$ cat config.mk
export PLATFORM = sky130hd
export DESIGN_NAME = urb_chan_ctrl
export DESIGN_NICKNAME = d
export VERILOG_FILES = /design/src/shared/urb_pkg.sv /design/src/rtl/urb_baud_div.sv /design/src/rtl/urb_chan_ctrl.sv
export SDC_FILE = /design/constraint.sdc
export NUM_CORES = 1
export LEC_CHECK = 0
export BUFFER_PORTS_ARGS = -buffer_cell sky130_fd_sc_hd__clkbuf_2
export CAP_MARGIN = 0
export CORE_ASPECT_RATIO = 0.7
export CORE_MARGIN = 3
export CORE_UTILIZATION = 35
export CTS_CLUSTER_SIZE = 25
export DETAILED_ROUTE_END_ITERATION = 10
export SYNTH_ARGS = -nofsm -noshare
export SYNTH_HDL_FRONTEND = slang
export SYNTH_SLANG_ARGS = --single-unit
$ cat constraint.sdc
create_clock -name clk_i -period 2.5 [get_ports clk_i]
set_clock_uncertainty 0.2 [all_clocks]
set_input_delay 0.25 -clock clk_i [delete_from_list [all_inputs] [get_ports clk_i]]
set_output_delay 0.25 -clock clk_i [all_outputs]
set_load 0.02 [all_outputs]
$ cat src/shared/urb_pkg.sv
// Constants shared by the channel signalling and baud divider logic.
package urb_pkg;
	// ==========================================================
	// Geometry
	localparam int          NUM_CH       = 4;
	localparam int          FIFO_DEPTH   = 16;
	localparam int          LVL_W        = 5;
	localparam logic [4:0]  FIFO_FULL    = 5'h10;
	localparam logic [4:0]  TX_TRIG_LVL  = 5'h08;
	// ==========================================================
	// Register word index within a channel (byte address = ch*0x20 + idx*4)
	localparam logic [2:0]  IDX_FIFO_CTRL = 3'h0;
	localparam logic [2:0]  IDX_LINE_CTRL = 3'h1;
	localparam logic [2:0]  IDX_MODEM_CTRL = 3'h2;
	localparam logic [2:0]  IDX_DIV_LOW   = 3'h3;
	localparam logic [2:0]  IDX_DIV_HIGH  = 3'h4;
	localparam logic [2:0]  IDX_DIV_FRAC  = 3'h5;
	localparam logic [2:0]  IDX_LINE_STAT = 3'h6;
	localparam logic [2:0]  IDX_RX_TRIG   = 3'h7;
	// ==========================================================
	// Field positions
	localparam int          FC_FIFO_EN   = 0;
	localparam int          FC_BLOCK     = 3;
	localparam int          MC_PRESCALE  = 7;
	localparam int          LS_DATA_RDY  = 0;
	localparam int          LS_TX_ROOM   = 5;
	localparam int          LS_TX_EMPTY  = 6;
	localparam int          LS_RX_TMO    = 7;
	// ==========================================================
	// Reset values
	localparam logic [7:0]  DIV_LOW_RST  = 8'h01;
	localparam logic [7:0]  DIV_HIGH_RST = 8'h00;
	localparam logic [3:0]  DIV_FRAC_RST = 4'h0;
	localparam logic [7:0]  FIFO_CTRL_RST = 8'h00;
	localparam logic [1:0]  LINE_CTRL_RST = 2'h0;
	localparam logic [4:0]  RX_TRIG_RST  = 5'h01;
	// ==========================================================
	// Receive timeout: four characters plus twelve bit times, in 16x ticks
	localparam int          TMO_CHARS    = 4;
	localparam int          TMO_EXTRA_BITS = 12;
	localparam int          BASE_WORD_BITS = 5;
	localparam int          TICKS_PER_BIT = 16;
	localparam int          PRESCALE_DIV = 4;
	localparam int          TMO_W        = 10;
endpackage : urb_pkg

$ cat src/rtl/urb_baud_div.sv
// Fractional baud divider producing a 16x sampling tick with optional prescaler.
`timescale 1ns/1ps
module urb_baud_div (
	input  wire logic        clk_i,
	input  wire logic        rst_i,
	input  wire logic [15:0] div_int_i,
	input  wire logic [3:0]  div_frac_i,
	input  wire logic        prescale_i,
	output logic             tick16_o
);
	// ==========================================================
	// Divider
	logic [15:0] cnt;
	logic [3:0]  acc;
	logic [1:0]  pre;
	wire  [15:0] div_eff   = (div_int_i == 16'h0000) ? 16'h0001 : div_int_i;
	wire  [4:0]  frac_sum  = {1'b0, acc} + {1'b0, div_frac_i};
	wire         raw_tick  = (cnt <= 16'h0001);
	wire  [15:0] next_cnt  = raw_tick ? div_eff + {15'h0000, frac_sum[4]} : cnt - 16'h0001;
	wire         pre_wrap  = (pre == 2'(urb_pkg::PRESCALE_DIV - 1));
	// The fraction only stretches a period by one cycle, so jitter stays within one input clock.
	always_ff @(posedge clk_i) begin
		if (rst_i) begin
			cnt      <= 16'h0001;
			acc      <= 4'h0;
			pre      <= 2'h0;
			tick16_o <= 1'b0;
		end else begin
			cnt <= next_cnt;
			if (raw_tick) begin
				acc <= frac_sum[3:0];
				pre <= pre + 2'h1;
			end
			tick16_o <= raw_tick && (!prescale_i || pre_wrap);
		end
	end
endmodule : urb_baud_div

$ cat src/rtl/urb_chan_ctrl.sv
// Four-channel UART ready, interrupt and baud clock logic with a Wishbone register slave.
`timescale 1ns/1ps
module urb_chan_ctrl (
	input  wire logic             clk_i,
	input  wire logic             rst_i,
	input  wire logic             cyc_i,
	input  wire logic             stb_i,
	input  wire logic             we_i,
	input  wire logic [6:0]       adr_i,
	input  wire logic [3:0]       sel_i,
	input  wire logic [31:0]      dat_i,
	output logic      [31:0]      dat_o,
	output logic                  ack_o,
	input  wire logic [3:0][4:0]  rx_level_i,
	input  wire logic [3:0]       rx_push_i,
	input  wire logic [3:0][4:0]  tx_level_i,
	input  wire logic [3:0]       tx_shift_empty_i,
	output logic      [3:0]       int_o,
	output logic      [3:0]       rx_avail_n_o,
	output logic      [3:0]       tx_room_n_o,
	output logic      [3:0]       tick16_o
);
	localparam int N = urb_pkg::NUM_CH;

	// ==========================================================
	// Helpers
	function automatic logic [9:0] tmo_limit(input logic [1:0] wl);
		int bits;
		bits = urb_pkg::TMO_CHARS * (urb_pkg::BASE_WORD_BITS + int'(wl)) + urb_pkg::TMO_EXTRA_BITS;
		tmo_limit = 10'(bits * urb_pkg::TICKS_PER_BIT);
	endfunction : tmo_limit

	function automatic logic [31:0] byte_word(input logic [7:0] b);
		byte_word = {24'h000000, b};
	endfunction : byte_word

	// ==========================================================
	// Register storage
	logic [7:0] fifo_ctrl    [N];
	logic [1:0] line_ctrl    [N];
	logic [7:0] modem_ctrl   [N];
	logic [7:0] divisor_low  [N];
	logic [7:0] divisor_high [N];
	logic [3:0] divisor_frac [N];
	logic [4:0] rx_trig      [N];
	logic [9:0] tmo_cnt      [N];
	logic [3:0] tmo_flag;
	logic [3:0] rx_blk_n;

	// ==========================================================
	// Bus decode
	wire        bus_req   = cyc_i && stb_i && !ack_o;
	wire        wr_lane   = bus_req && we_i && sel_i[0];
	wire  [1:0] acc_ch    = adr_i[6:5];
	wire  [2:0] acc_idx   = adr_i[4:2];
	wire  [7:0] wr_byte   = dat_i[7:0];
	wire        addr_ok   = (adr_i[1:0] == 2'h0);

	// ==========================================================
	// Per-channel status decode
	logic [3:0] fifo_on;
	logic [3:0] block_on;
	logic [3:0] rx_any;
	logic [3:0] rx_at_trig;
	logic [3:0] tx_empty;
	logic [3:0] tx_full;
	logic [3:0] tx_below;
	logic [3:0] tx_all_empty;
	logic [3:0] tmo_hit;
	logic [7:0] line_stat [N];

	genvar g;
	generate
		for (g = 0; g < N; g++) begin : g_dec
			assign fifo_on[g]      = fifo_ctrl[g][urb_pkg::FC_FIFO_EN];
			assign block_on[g]     = fifo_on[g] && fifo_ctrl[g][urb_pkg::FC_BLOCK];
			assign rx_any[g]       = (rx_level_i[g] != 5'h00);
			assign rx_at_trig[g]   = (rx_level_i[g] >= rx_trig[g]);
			assign tx_empty[g]     = (tx_level_i[g] == 5'h00);
			assign tx_full[g]      = (tx_level_i[g] >= urb_pkg::FIFO_FULL);
			assign tx_below[g]     = (tx_level_i[g] < urb_pkg::TX_TRIG_LVL);
			assign tx_all_empty[g] = tx_empty[g] && tx_shift_empty_i[g];
			assign tmo_hit[g]      = (tmo_cnt[g] >= tmo_limit(line_ctrl[g]));
			assign line_stat[g]    = {tmo_flag[g], tx_all_empty[g], tx_empty[g], 4'h0, rx_any[g]};
		end
	endgenerate

	// ==========================================================
	// Baud dividers, one per channel
	generate
		for (g = 0; g < N; g++) begin : g_baud
			urb_baud_div u_div (
				.clk_i      (clk_i),
				.rst_i      (rst_i),
				.div_int_i  ({divisor_high[g], divisor_low[g]}),
				.div_frac_i (divisor_frac[g]),
				.prescale_i (modem_ctrl[g][urb_pkg::MC_PRESCALE]),
				.tick16_o   (tick16_o[g])
			);
		end
	endgenerate

	// ==========================================================
	// Register writes
	always_ff @(posedge clk_i) begin
		if (rst_i) begin
			for (int c = 0; c < N; c++) begin
				fifo_ctrl[c]    <= urb_pkg::FIFO_CTRL_RST;
				line_ctrl[c]    <= urb_pkg::LINE_CTRL_RST;
				modem_ctrl[c]   <= 8'h00;
				divisor_low[c]  <= urb_pkg::DIV_LOW_RST;
				divisor_high[c] <= urb_pkg::DIV_HIGH_RST;
				divisor_frac[c] <= urb_pkg::DIV_FRAC_RST;
				rx_trig[c]      <= urb_pkg::RX_TRIG_RST;
			end
		end else if (wr_lane && addr_ok) begin
			case (acc_idx)
				urb_pkg::IDX_FIFO_CTRL:  fifo_ctrl[acc_ch]    <= wr_byte;
				urb_pkg::IDX_LINE_CTRL:  line_ctrl[acc_ch]    <= wr_byte[1:0];
				urb_pkg::IDX_MODEM_CTRL: modem_ctrl[acc_ch]   <= wr_byte;
				urb_pkg::IDX_DIV_LOW:    divisor_low[acc_ch]  <= wr_byte;
				urb_pkg::IDX_DIV_HIGH:   divisor_high[acc_ch] <= wr_byte;
				urb_pkg::IDX_DIV_FRAC:   divisor_frac[acc_ch] <= wr_byte[3:0];
				urb_pkg::IDX_RX_TRIG:    rx_trig[acc_ch]      <= wr_byte[4:0];
				default: begin
				end
			endcase
		end
	end

	// ==========================================================
	// Read mux and acknowledge
	logic [31:0] next_dat;
	always_comb begin
		next_dat = 32'h00000000;
		if (addr_ok) begin
			case (acc_idx)
				urb_pkg::IDX_FIFO_CTRL:  next_dat = byte_word(fifo_ctrl[acc_ch]);
				urb_pkg::IDX_LINE_CTRL:  next_dat = byte_word({6'h00, line_ctrl[acc_ch]});
				urb_pkg::IDX_MODEM_CTRL: next_dat = byte_word(modem_ctrl[acc_ch]);
				urb_pkg::IDX_DIV_LOW:    next_dat = byte_word(divisor_low[acc_ch]);
				urb_pkg::IDX_DIV_HIGH:   next_dat = byte_word(divisor_high[acc_ch]);
				urb_pkg::IDX_DIV_FRAC:   next_dat = byte_word({4'h0, divisor_frac[acc_ch]});
				urb_pkg::IDX_LINE_STAT:  next_dat = byte_word(line_stat[acc_ch]);
				urb_pkg::IDX_RX_TRIG:    next_dat = byte_word({3'h0, rx_trig[acc_ch]});
				default:                 next_dat = 32'h00000000;
			endcase
		end
	end

	// Every access is answered one cycle after it is seen; misaligned ones read zero and write nothing.
	always_ff @(posedge clk_i) begin
		if (rst_i) begin
			ack_o <= 1'b0;
			dat_o <= 32'h00000000;
		end else begin
			ack_o <= bus_req;
			if (bus_req && !we_i) begin
				dat_o <= next_dat;
			end
		end
	end

	// ==========================================================
	// Receive timeout, counted in 16x ticks while data waits
	always_ff @(posedge clk_i) begin
		if (rst_i) begin
			for (int c = 0; c < N; c++) begin
				tmo_cnt[c] <= 10'h000;
			end
			tmo_flag <= 4'h0;
		end else begin
			for (int c = 0; c < N; c++) begin
				if (!rx_any[c] || rx_push_i[c]) begin
					tmo_cnt[c] <= 10'h000;
				end else if (tick16_o[c] && !tmo_hit[c]) begin
					tmo_cnt[c] <= tmo_cnt[c] + 10'h001;
				end
				tmo_flag[c] <= tmo_hit[c] && rx_any[c] && !rx_push_i[c];
			end
		end
	end

	// ==========================================================
	// Block-mode receive-ready latch
	// A falling edge needs trigger or timeout, but only an empty FIFO releases it, so a
	// host reading below the trigger still sees the pin held until the block is drained.
	always_ff @(posedge clk_i) begin
		if (rst_i) begin
			rx_blk_n <= 4'hF;
		end else begin
			for (int c = 0; c < N; c++) begin
				if (!rx_any[c]) begin
					rx_blk_n[c] <= 1'b1;
				end else if (rx_at_trig[c] || tmo_flag[c]) begin
					rx_blk_n[c] <= 1'b0;
				end
			end
		end
	end

	// ==========================================================
	// Pin and interrupt outputs
	logic [3:0] next_int;
	logic [3:0] next_rx_n;
	logic [3:0] next_tx_n;
	logic [3:0] tx_int;
	logic [3:0] rx_int;

	generate
		for (g = 0; g < N; g++) begin : g_pin
			assign tx_int[g]    = fifo_on[g] ? tx_below[g] : tx_empty[g];
			assign rx_int[g]    = fifo_on[g] ? (rx_at_trig[g] || tmo_flag[g]) : rx_any[g];
			assign next_int[g]  = tx_int[g] || rx_int[g];
			assign next_rx_n[g] = block_on[g] ? rx_blk_n[g] : !rx_any[g];
			assign next_tx_n[g] = block_on[g] ? tx_full[g] : !tx_empty[g];
		end
	endgenerate

	always_ff @(posedge clk_i) begin
		if (rst_i) begin
			int_o        <= 4'h0;
			rx_avail_n_o <= 4'hF;
			tx_room_n_o  <= 4'hF;
		end else begin
			int_o        <= next_int;
			rx_avail_n_o <= next_rx_n;
			tx_room_n_o  <= next_tx_n;
		end
	end
endmodule : urb_chan_ctrl

; ---- After elaboration in Yosys (flattened, before gate mapping)
; Memory sizes are Yosys's and may differ from the RTL's.
; Cells that the tools add are included.
; W data, S select, Z words.
[classes]
n_addsub = 28
n_mul = 0
div_mod_pow = 0
order_cmp = 21
n_eq_ne = 11
shift = 0
mux = 116
bitwise_logic = 13
reduce_logical = 93
[op_table]
columns = operator, count
row1 = $pmux W32 S8, 1
row2 = $mux W16, 8
row3 = $mux W1, 81
row4 = $mux W10, 8
row5 = $add A16 B1 Y16, 4
row6 = $le A16 B1 Y1 const B, 4
row7 = $logic_not A16 Y1, 4
row8 = $sub A16 B1 Y16 const B, 4
row9 = $mux W8, 6
row10 = $add A10 B1 Y10 const B, 4
row11 = $ge A10 B10 Y1, 4
row12 = $mux W32, 1
row13 = $reduce_or A8 Y1, 4
row14 = $logic_and A1 B1 Y1, 30
row15 = $add A6 B4 Y6 const B, 4
row16 = $logic_not A1 Y1, 22
row17 = $add A4 B4 Y5, 4
row18 = $ge A5 B5 Y1, 4
row19 = $ge A5 B5 Y1 const B, 4
row20 = $logic_not A5 Y1, 4
row21 = $lt A5 B4 Y1 const B, 4
row22 = $reduce_bool A5 Y1, 4
row23 = $add A3 B2 Y4 const A, 4
row24 = $bmux W8 S2, 1
row25 = other kinds (18), 64
[word_totals]
register_bits = 145
latch_bits = 0
ram_bits = 212
mem_bits_ro = 0
in_bits = 96
out_inout_bits = 49
n_memories = 8
[memory_table]
columns = name, depth, word_bits, rd, rd_clocked_by_memory_dff, write_ports, line
row1 = tmo_cnt, 4, 10, 4, 0, 4, urb_chan_ctrl.sv:46  ; logic [9:0] tmo_cnt [N];
row2 = divisor_high, 4, 8, 5, 0, 4, urb_chan_ctrl.sv:43  ; logic [7:0] divisor_high [N];
row3 = divisor_low, 4, 8, 5, 0, 4, urb_chan_ctrl.sv:42  ; logic [7:0] divisor_low [N];
row4 = fifo_ctrl, 4, 8, 5, 0, 4, urb_chan_ctrl.sv:39  ; logic [7:0] fifo_ctrl [N];
row5 = modem_ctrl, 4, 8, 5, 0, 4, urb_chan_ctrl.sv:41  ; logic [7:0] modem_ctrl [N];
row6 = rx_trig, 4, 5, 5, 0, 4, urb_chan_ctrl.sv:45  ; logic [4:0] rx_trig [N];
row7 = +2 memories, -, -, -, -, -, -

; ---- Logic depth before layout (Yosys ltp)
; An unclocked memory read counts as a cell.
[logic_depth]
word_depth = 11
depth_mapped = 14
mapped_depth_nobuf = 14

; ---- Cells and area by module
; From an unflattened synthesis, not the netlist that was laid out.
[hier_totals]
hier_cells = 1811
area_unflattened_um2 = 19065.8
[by_module_without_submodules]
columns = mod, instances, cells_each, area_per_inst_um2, seq_area_each_um2
row1 = urb_chan_ctrl, 1, 1079, 12517.0, 6946.7
row2 = urb_baud_div at g_baud[0].u_div ..., 3, 180, 1644.1, 460.4
row3 = urb_baud_div at g_baud[3].u_div, 1, 192, 1616.6, 460.4

; ---- Least setup slack after synthesis
; OpenSTA, ideal clock, no wires.
[synth_path]
kind = input to register
from = in adr_i[5]
to = mem divisor_high[1][0], enable pin
setup_time_ns = 0.375
arrival_time_ns = 2.099
t_required_ns = 1.925
path_slack_ns = -0.173
stages = 7
n_path_buf = 4
path_cell_list = buf_2 > buf_2 > clkbuf_1 > nor2b_1 > clkbuf_1 > nand2_1 > o21bai_1
[synth_lines]
columns = element, line
row1 = start: declaration, urb_chan_ctrl.sv:9  ; input wire logic [6:0] adr_i,
row2 = end: declaration, urb_chan_ctrl.sv:43

==> Flow_metrics.wiki <==
{| class="wikitable"
! Metric !! Value
|-
| Areal power density over the cells || 791 mW/mm^2
|-
| Most instantiated flip-flop cell in the synthesis netlist || sky130_fd_sc_hd__edfxtp_1
|-
| Antenna violation net count after detailed routing || 0
|-
| Adder-cell share of the synthesized area || 0.0614
|-
| Vias || between 15000 and 20000
|-
| Xor and xnor fraction of the mapped netlist area || 0.0699
|-
| Final-report hold violation count || 0
|-
| Final routed wire length divided by cell count || 20.4 microns
|-
| Number of distinct library cell variants in the gate-level netlist after synthesis || 72
|-
| IR drop worst, VDD || 0.736 mV
|-
| Clock tree from TritonCTS || yes
|-
| Net count, final || ~2300
|-
| Worst setup path category || reg -> reg
|-
| Synth warnings || 0
|-
| Number of placement rows || 69
|-
| Final clock period utilization by the worst path || 1.07
|-
| F_max || approximately 370 MHz
|-
| Synth Area in Compound Gates || 0.0974
|-
| Final Wtd Congestion || approximately 0.98
|-
| Detailed-placement wirelength estimate || 42600 microns
|-
| Worst Tran Pin Value || 0.739 ns
|-
| Remaining global-route overflow || 0
|-
| Via/cell ratio || 5.39
|-
| Worst hold path class || in -> reg
|-
| Number of global-route vias before repair || ~14000
|-
| Maximum net fanout on the critical path || 3
|-
| Total routing resource utilization after global routing || 0.203
|-
| Latest clock arrival within the worst-skew pair || 0.54 ns
|-
| Critical path arrival || 2.93 ns
|-
| Area of the mapped netlist || 0.0184 sq mm
|-
| Total CTS buffers || 34
|-
| Largest family of logic cells by synthesized area || simple AND/OR/NAND/NOR gates
|-
| H-Tree Level Count || 2
|-
| Area of the core || approximately 0.05 sq mm
|-
| WHS || 0.0163 ns
|-
| Result of the run || complete, but fails checks
|-
| Boundary pin count || 145
|-
| Share of synthesized area spent on multiplexers || 0.0545
|-
| Type of origin of the critical path || register
|-
| Die height || 198 microns
|-
| Critical path required time || between 2 and 3 ns
|-
| First-pass GRT wire length || 86000 microns
|-
| Master cell of the clock root buffer || sky130_fd_sc_hd__clkbuf_16
|-
| Starting Density || 0.359
|-
| Post-route minimum period || 2.69 ns
|-
| Leakage dissipation || 9.22 nW
|-
| Fraction of final layout cells sized beyond drive strength 1 || 0.273
|-
| Crit. End Element || register
|-
| Power consumption || roughly 0.019 W
|-
| Violations in the final reports || setup timing
|-
| Post-synthesis share of cell area spent on and, or, nand and nor gates || 0.194
|-
| Post-synth ARST share || 0
|-
| Initial detailed-routing violation count || 1684
|-
| Max cap viols || 0
|-
| Setup violations, final || 35
|-
| Maximum number of buffers from clock root to sink || 3
|-
| Number of flip-flops and latches in the synthesized netlist || roughly 330
|-
| Worst-case headroom to the max-slew limit || 0.494
|-
| Setup repair after global routing missed its margin || yes
|-
| Synthesized instance count || between 1500 and 2000
|-
| Least setup slack across all paths after layout || -0.186 ns
|-
| Final routed DRC violation total || 0
|-
| CTS Sinks || 333
|-
| Number of antenna violations at the first check in global routing || 5
|-
| Port bufs || 93
|-
| WL final || roughly 57000 microns
|-
| 1st-pass router iterations || 7
|-
| Final count of pins violating max slew || 0
|-
| Maximum number of pins on one net before global-route repair || just over 50
|-
| Avg Inst Size Synth || 10.2 sq um
|-
| Count of flip-flops with a built-in enable after synthesis || 212
|-
| Proportion of synthesized chip area in sequential cells || 0.477
|-
| Horizontal die dimension || 280 microns
|-
| Area enclosed by the die boundary || 0.0555 sq mm
|-
| Layout overhead on the synthesized area || 27.3%
|-
| Clk slew on worst S/H paths || 0.07 ns
|}
[Yosys cell counts, types with 14 or more instances]
master | n | area (sq um)
sky130_fd_sc_hd__a211o_1 | 14 | 123
sky130_fd_sc_hd__a21o_1 | 39 | 293
sky130_fd_sc_hd__inv_1 | 71 | 267
sky130_fd_sc_hd__xnor2_1 | 86 | 753
sky130_fd_sc_hd__dfxtp_1 | 121 | 2420
sky130_fd_sc_hd__clkbuf_1 | 62 | 233
sky130_fd_sc_hd__edfxtp_1 | 212 | 6370
sky130_fd_sc_hd__nor2b_1 | 16 | 100
sky130_fd_sc_hd__nor3_1 | 45 | 225
sky130_fd_sc_hd__o21ai_0 | 38 | 190
sky130_fd_sc_hd__buf_4 | 29 | 218
sky130_fd_sc_hd__or4_1 | 20 | 150
sky130_fd_sc_hd__a211oi_1 | 47 | 353
sky130_fd_sc_hd__nor4_1 | 24 | 150
sky130_fd_sc_hd__and3_1 | 30 | 188
sky130_fd_sc_hd__nand2b_1 | 33 | 206
sky130_fd_sc_hd__nand3_1 | 59 | 295
sky130_fd_sc_hd__mux4_2 | 40 | 901
sky130_fd_sc_hd__buf_2 | 15 | 75.1
sky130_fd_sc_hd__xor2_1 | 61 | 534
sky130_fd_sc_hd__a21oi_1 | 53 | 265
sky130_fd_sc_hd__nand2_1 | 134 | 503
sky130_fd_sc_hd__nor2_1 | 314 | 1180
sky130_fd_sc_hd__ha_1 | 84 | 1050
sky130_fd_sc_hd__and2_1 | 17 | 106
[metrics by stage]
| stage | setup WS [ns] | setup TNS, ns | instance area, sq um | instances | util |
|---|---|---|---|---|---|
| floorplan | -0.0341 | -0.0341 | 18600 | 1831 | - |
| global placement | -0.300 | -3.34 | 21200 | 2706 | 0.412 |
| detailed placement | -0.229 | -7.47 | 21200 | 2706 | 0.412 |
| CTS | -0.176 | -1.76 | 22800 | 2799 | 0.444 |
| global route | -0.376 | -8.60 | 23500 | 2809 | 0.457 |
| finish | -0.186 | -2.22 | 23500 | 2810 | 0.457 |
[power by group]
group	internal, W	switching, W
Sequential	0.00660	0.000623
Combinational	0.00283	0.00331
Clock	0.00297	0.00221
[final timing paths]
path / depth (start not counted) / end / slack, ns / start
setup / recovery: 13 / g_baud[2].u_div.cnt[11] / -0.19 / divisor_frac[2][0]
hold / removal: 4 / int_o[1] / 0.02 / rx_level_i[6]
hold reg to reg: 1 / dat_o[3] / 0.25 / dat_o[3]
setup reg to reg: 13 / g_baud[2].u_div.cnt[11] / -0.19 / divisor_frac[2][0]
[sequential cells by signal, summed over array words and instances, names as in the netlist, 8 cells and up]
signal,flops
divisor_frac,16
divisor_high,32
dat_o,8
g_baud.u_div.pre,8
g_baud.u_div.acc,16
divisor_low,32
modem_ctrl,32
g_baud.u_div.cnt,64
fifo_ctrl,32
tmo_cnt,40
rx_trig,20
line_ctrl,8
[placed cells by master (no fill, tap or decap), types with 21 or more instances in the layout]
| cell | synthesis | routed |
|---|---|---|
| sky130_fd_sc_hd__a21o_1 | 39 | 39 |
| sky130_fd_sc_hd__nor4_1 | 24 | 21 |
| sky130_fd_sc_hd__clkbuf_16 | 0 | 36 |
| sky130_fd_sc_hd__dlygate4sd3_1 | 0 | 22 |
| sky130_fd_sc_hd__dfxtp_1 | 121 | 121 |
| sky130_fd_sc_hd__a21oi_1 | 53 | 48 |
| sky130_fd_sc_hd__nand2_1 | 134 | 125 |
| sky130_fd_sc_hd__and3_1 | 30 | 28 |
| sky130_fd_sc_hd__nand3_1 | 59 | 44 |
| sky130_fd_sc_hd__conb_1 | 2 | 28 |
| sky130_fd_sc_hd__nand2b_1 | 33 | 32 |
| sky130_fd_sc_hd__nor2_1 | 314 | 291 |
| sky130_fd_sc_hd__a211oi_1 | 47 | 40 |
| sky130_fd_sc_hd__xor2_1 | 61 | 57 |
| sky130_fd_sc_hd__xnor2_1 | 86 | 71 |
| sky130_fd_sc_hd__buf_4 | 29 | 213 |
| sky130_fd_sc_hd__edfxtp_1 | 212 | 212 |
| sky130_fd_sc_hd__inv_1 | 71 | 66 |
| sky130_fd_sc_hd__o21ai_0 | 38 | 26 |
| sky130_fd_sc_hd__nor3_1 | 45 | 40 |
| sky130_fd_sc_hd__clkbuf_2 | 0 | 91 |
| sky130_fd_sc_hd__mux4_2 | 40 | 40 |
| sky130_fd_sc_hd__ha_1 | 84 | 68 |
[final cells by class]
type	instances	area (sq um)
sequential	333	8790
inverter	72	273
clock inverter	12	116
multi-input combinational	1316	9710
timing repair buffer	353	2730
tap	674	843
fill	4682	27900
antenna	1	2.50
clock buffer	49	988
[worst max-delay path: stages (launching register included)]
cell                       delay [ns]
sky130_fd_sc_hd__edfxtp_1        0.36
sky130_fd_sc_hd__ha_2            0.20
sky130_fd_sc_hd__inv_2           0.04
sky130_fd_sc_hd__fa_2            0.36
sky130_fd_sc_hd__nor2b_1         0.12
sky130_fd_sc_hd__o21ai_1         0.08
sky130_fd_sc_hd__nand2b_1        0.11
sky130_fd_sc_hd__ha_4            0.17
sky130_fd_sc_hd__and3_4          0.19
sky130_fd_sc_hd__and3_4          0.19
sky130_fd_sc_hd__and4_1          0.18
sky130_fd_sc_hd__xor2_1          0.14
sky130_fd_sc_hd__nor2_1          0.05
sky130_fd_sc_hd__a211oi_1        0.19
[repair_timing]
item                                   4_1_cts  5_1_grt
endpoints found under the hold margin       24        0
gates resized for setup                     71      114
hold buffers                                23        0
cloned                                       2        1
buffers inserted                             8       12
setup endpoints to repair                  103      123
pin swaps                                   67       69
[cells by family after synthesis]
group | count (synthesis)
AO/OA/AOI/OAI | 255
other | 2
adder cells (fa/ha/maj) | 88
multiplexers | 50
AND/OR/NAND/NOR | 747
flip-flops | 333
XOR/XNOR | 147
buffers and inverters | 183
[metal layers]
layer | vias up | routed length (microns) | GRT usage
met3 | 100 | 7020 | 0.0671
met2 | 689 | 23500 | 0.288
met5 | - | 27 | 0
met4 | 4 | 1190 | 0.0437
li1 | 7028 | - | -
met1 | 7317 | 25400 | 0.298
Note: power is estimated with default switching activity, not from simulation.
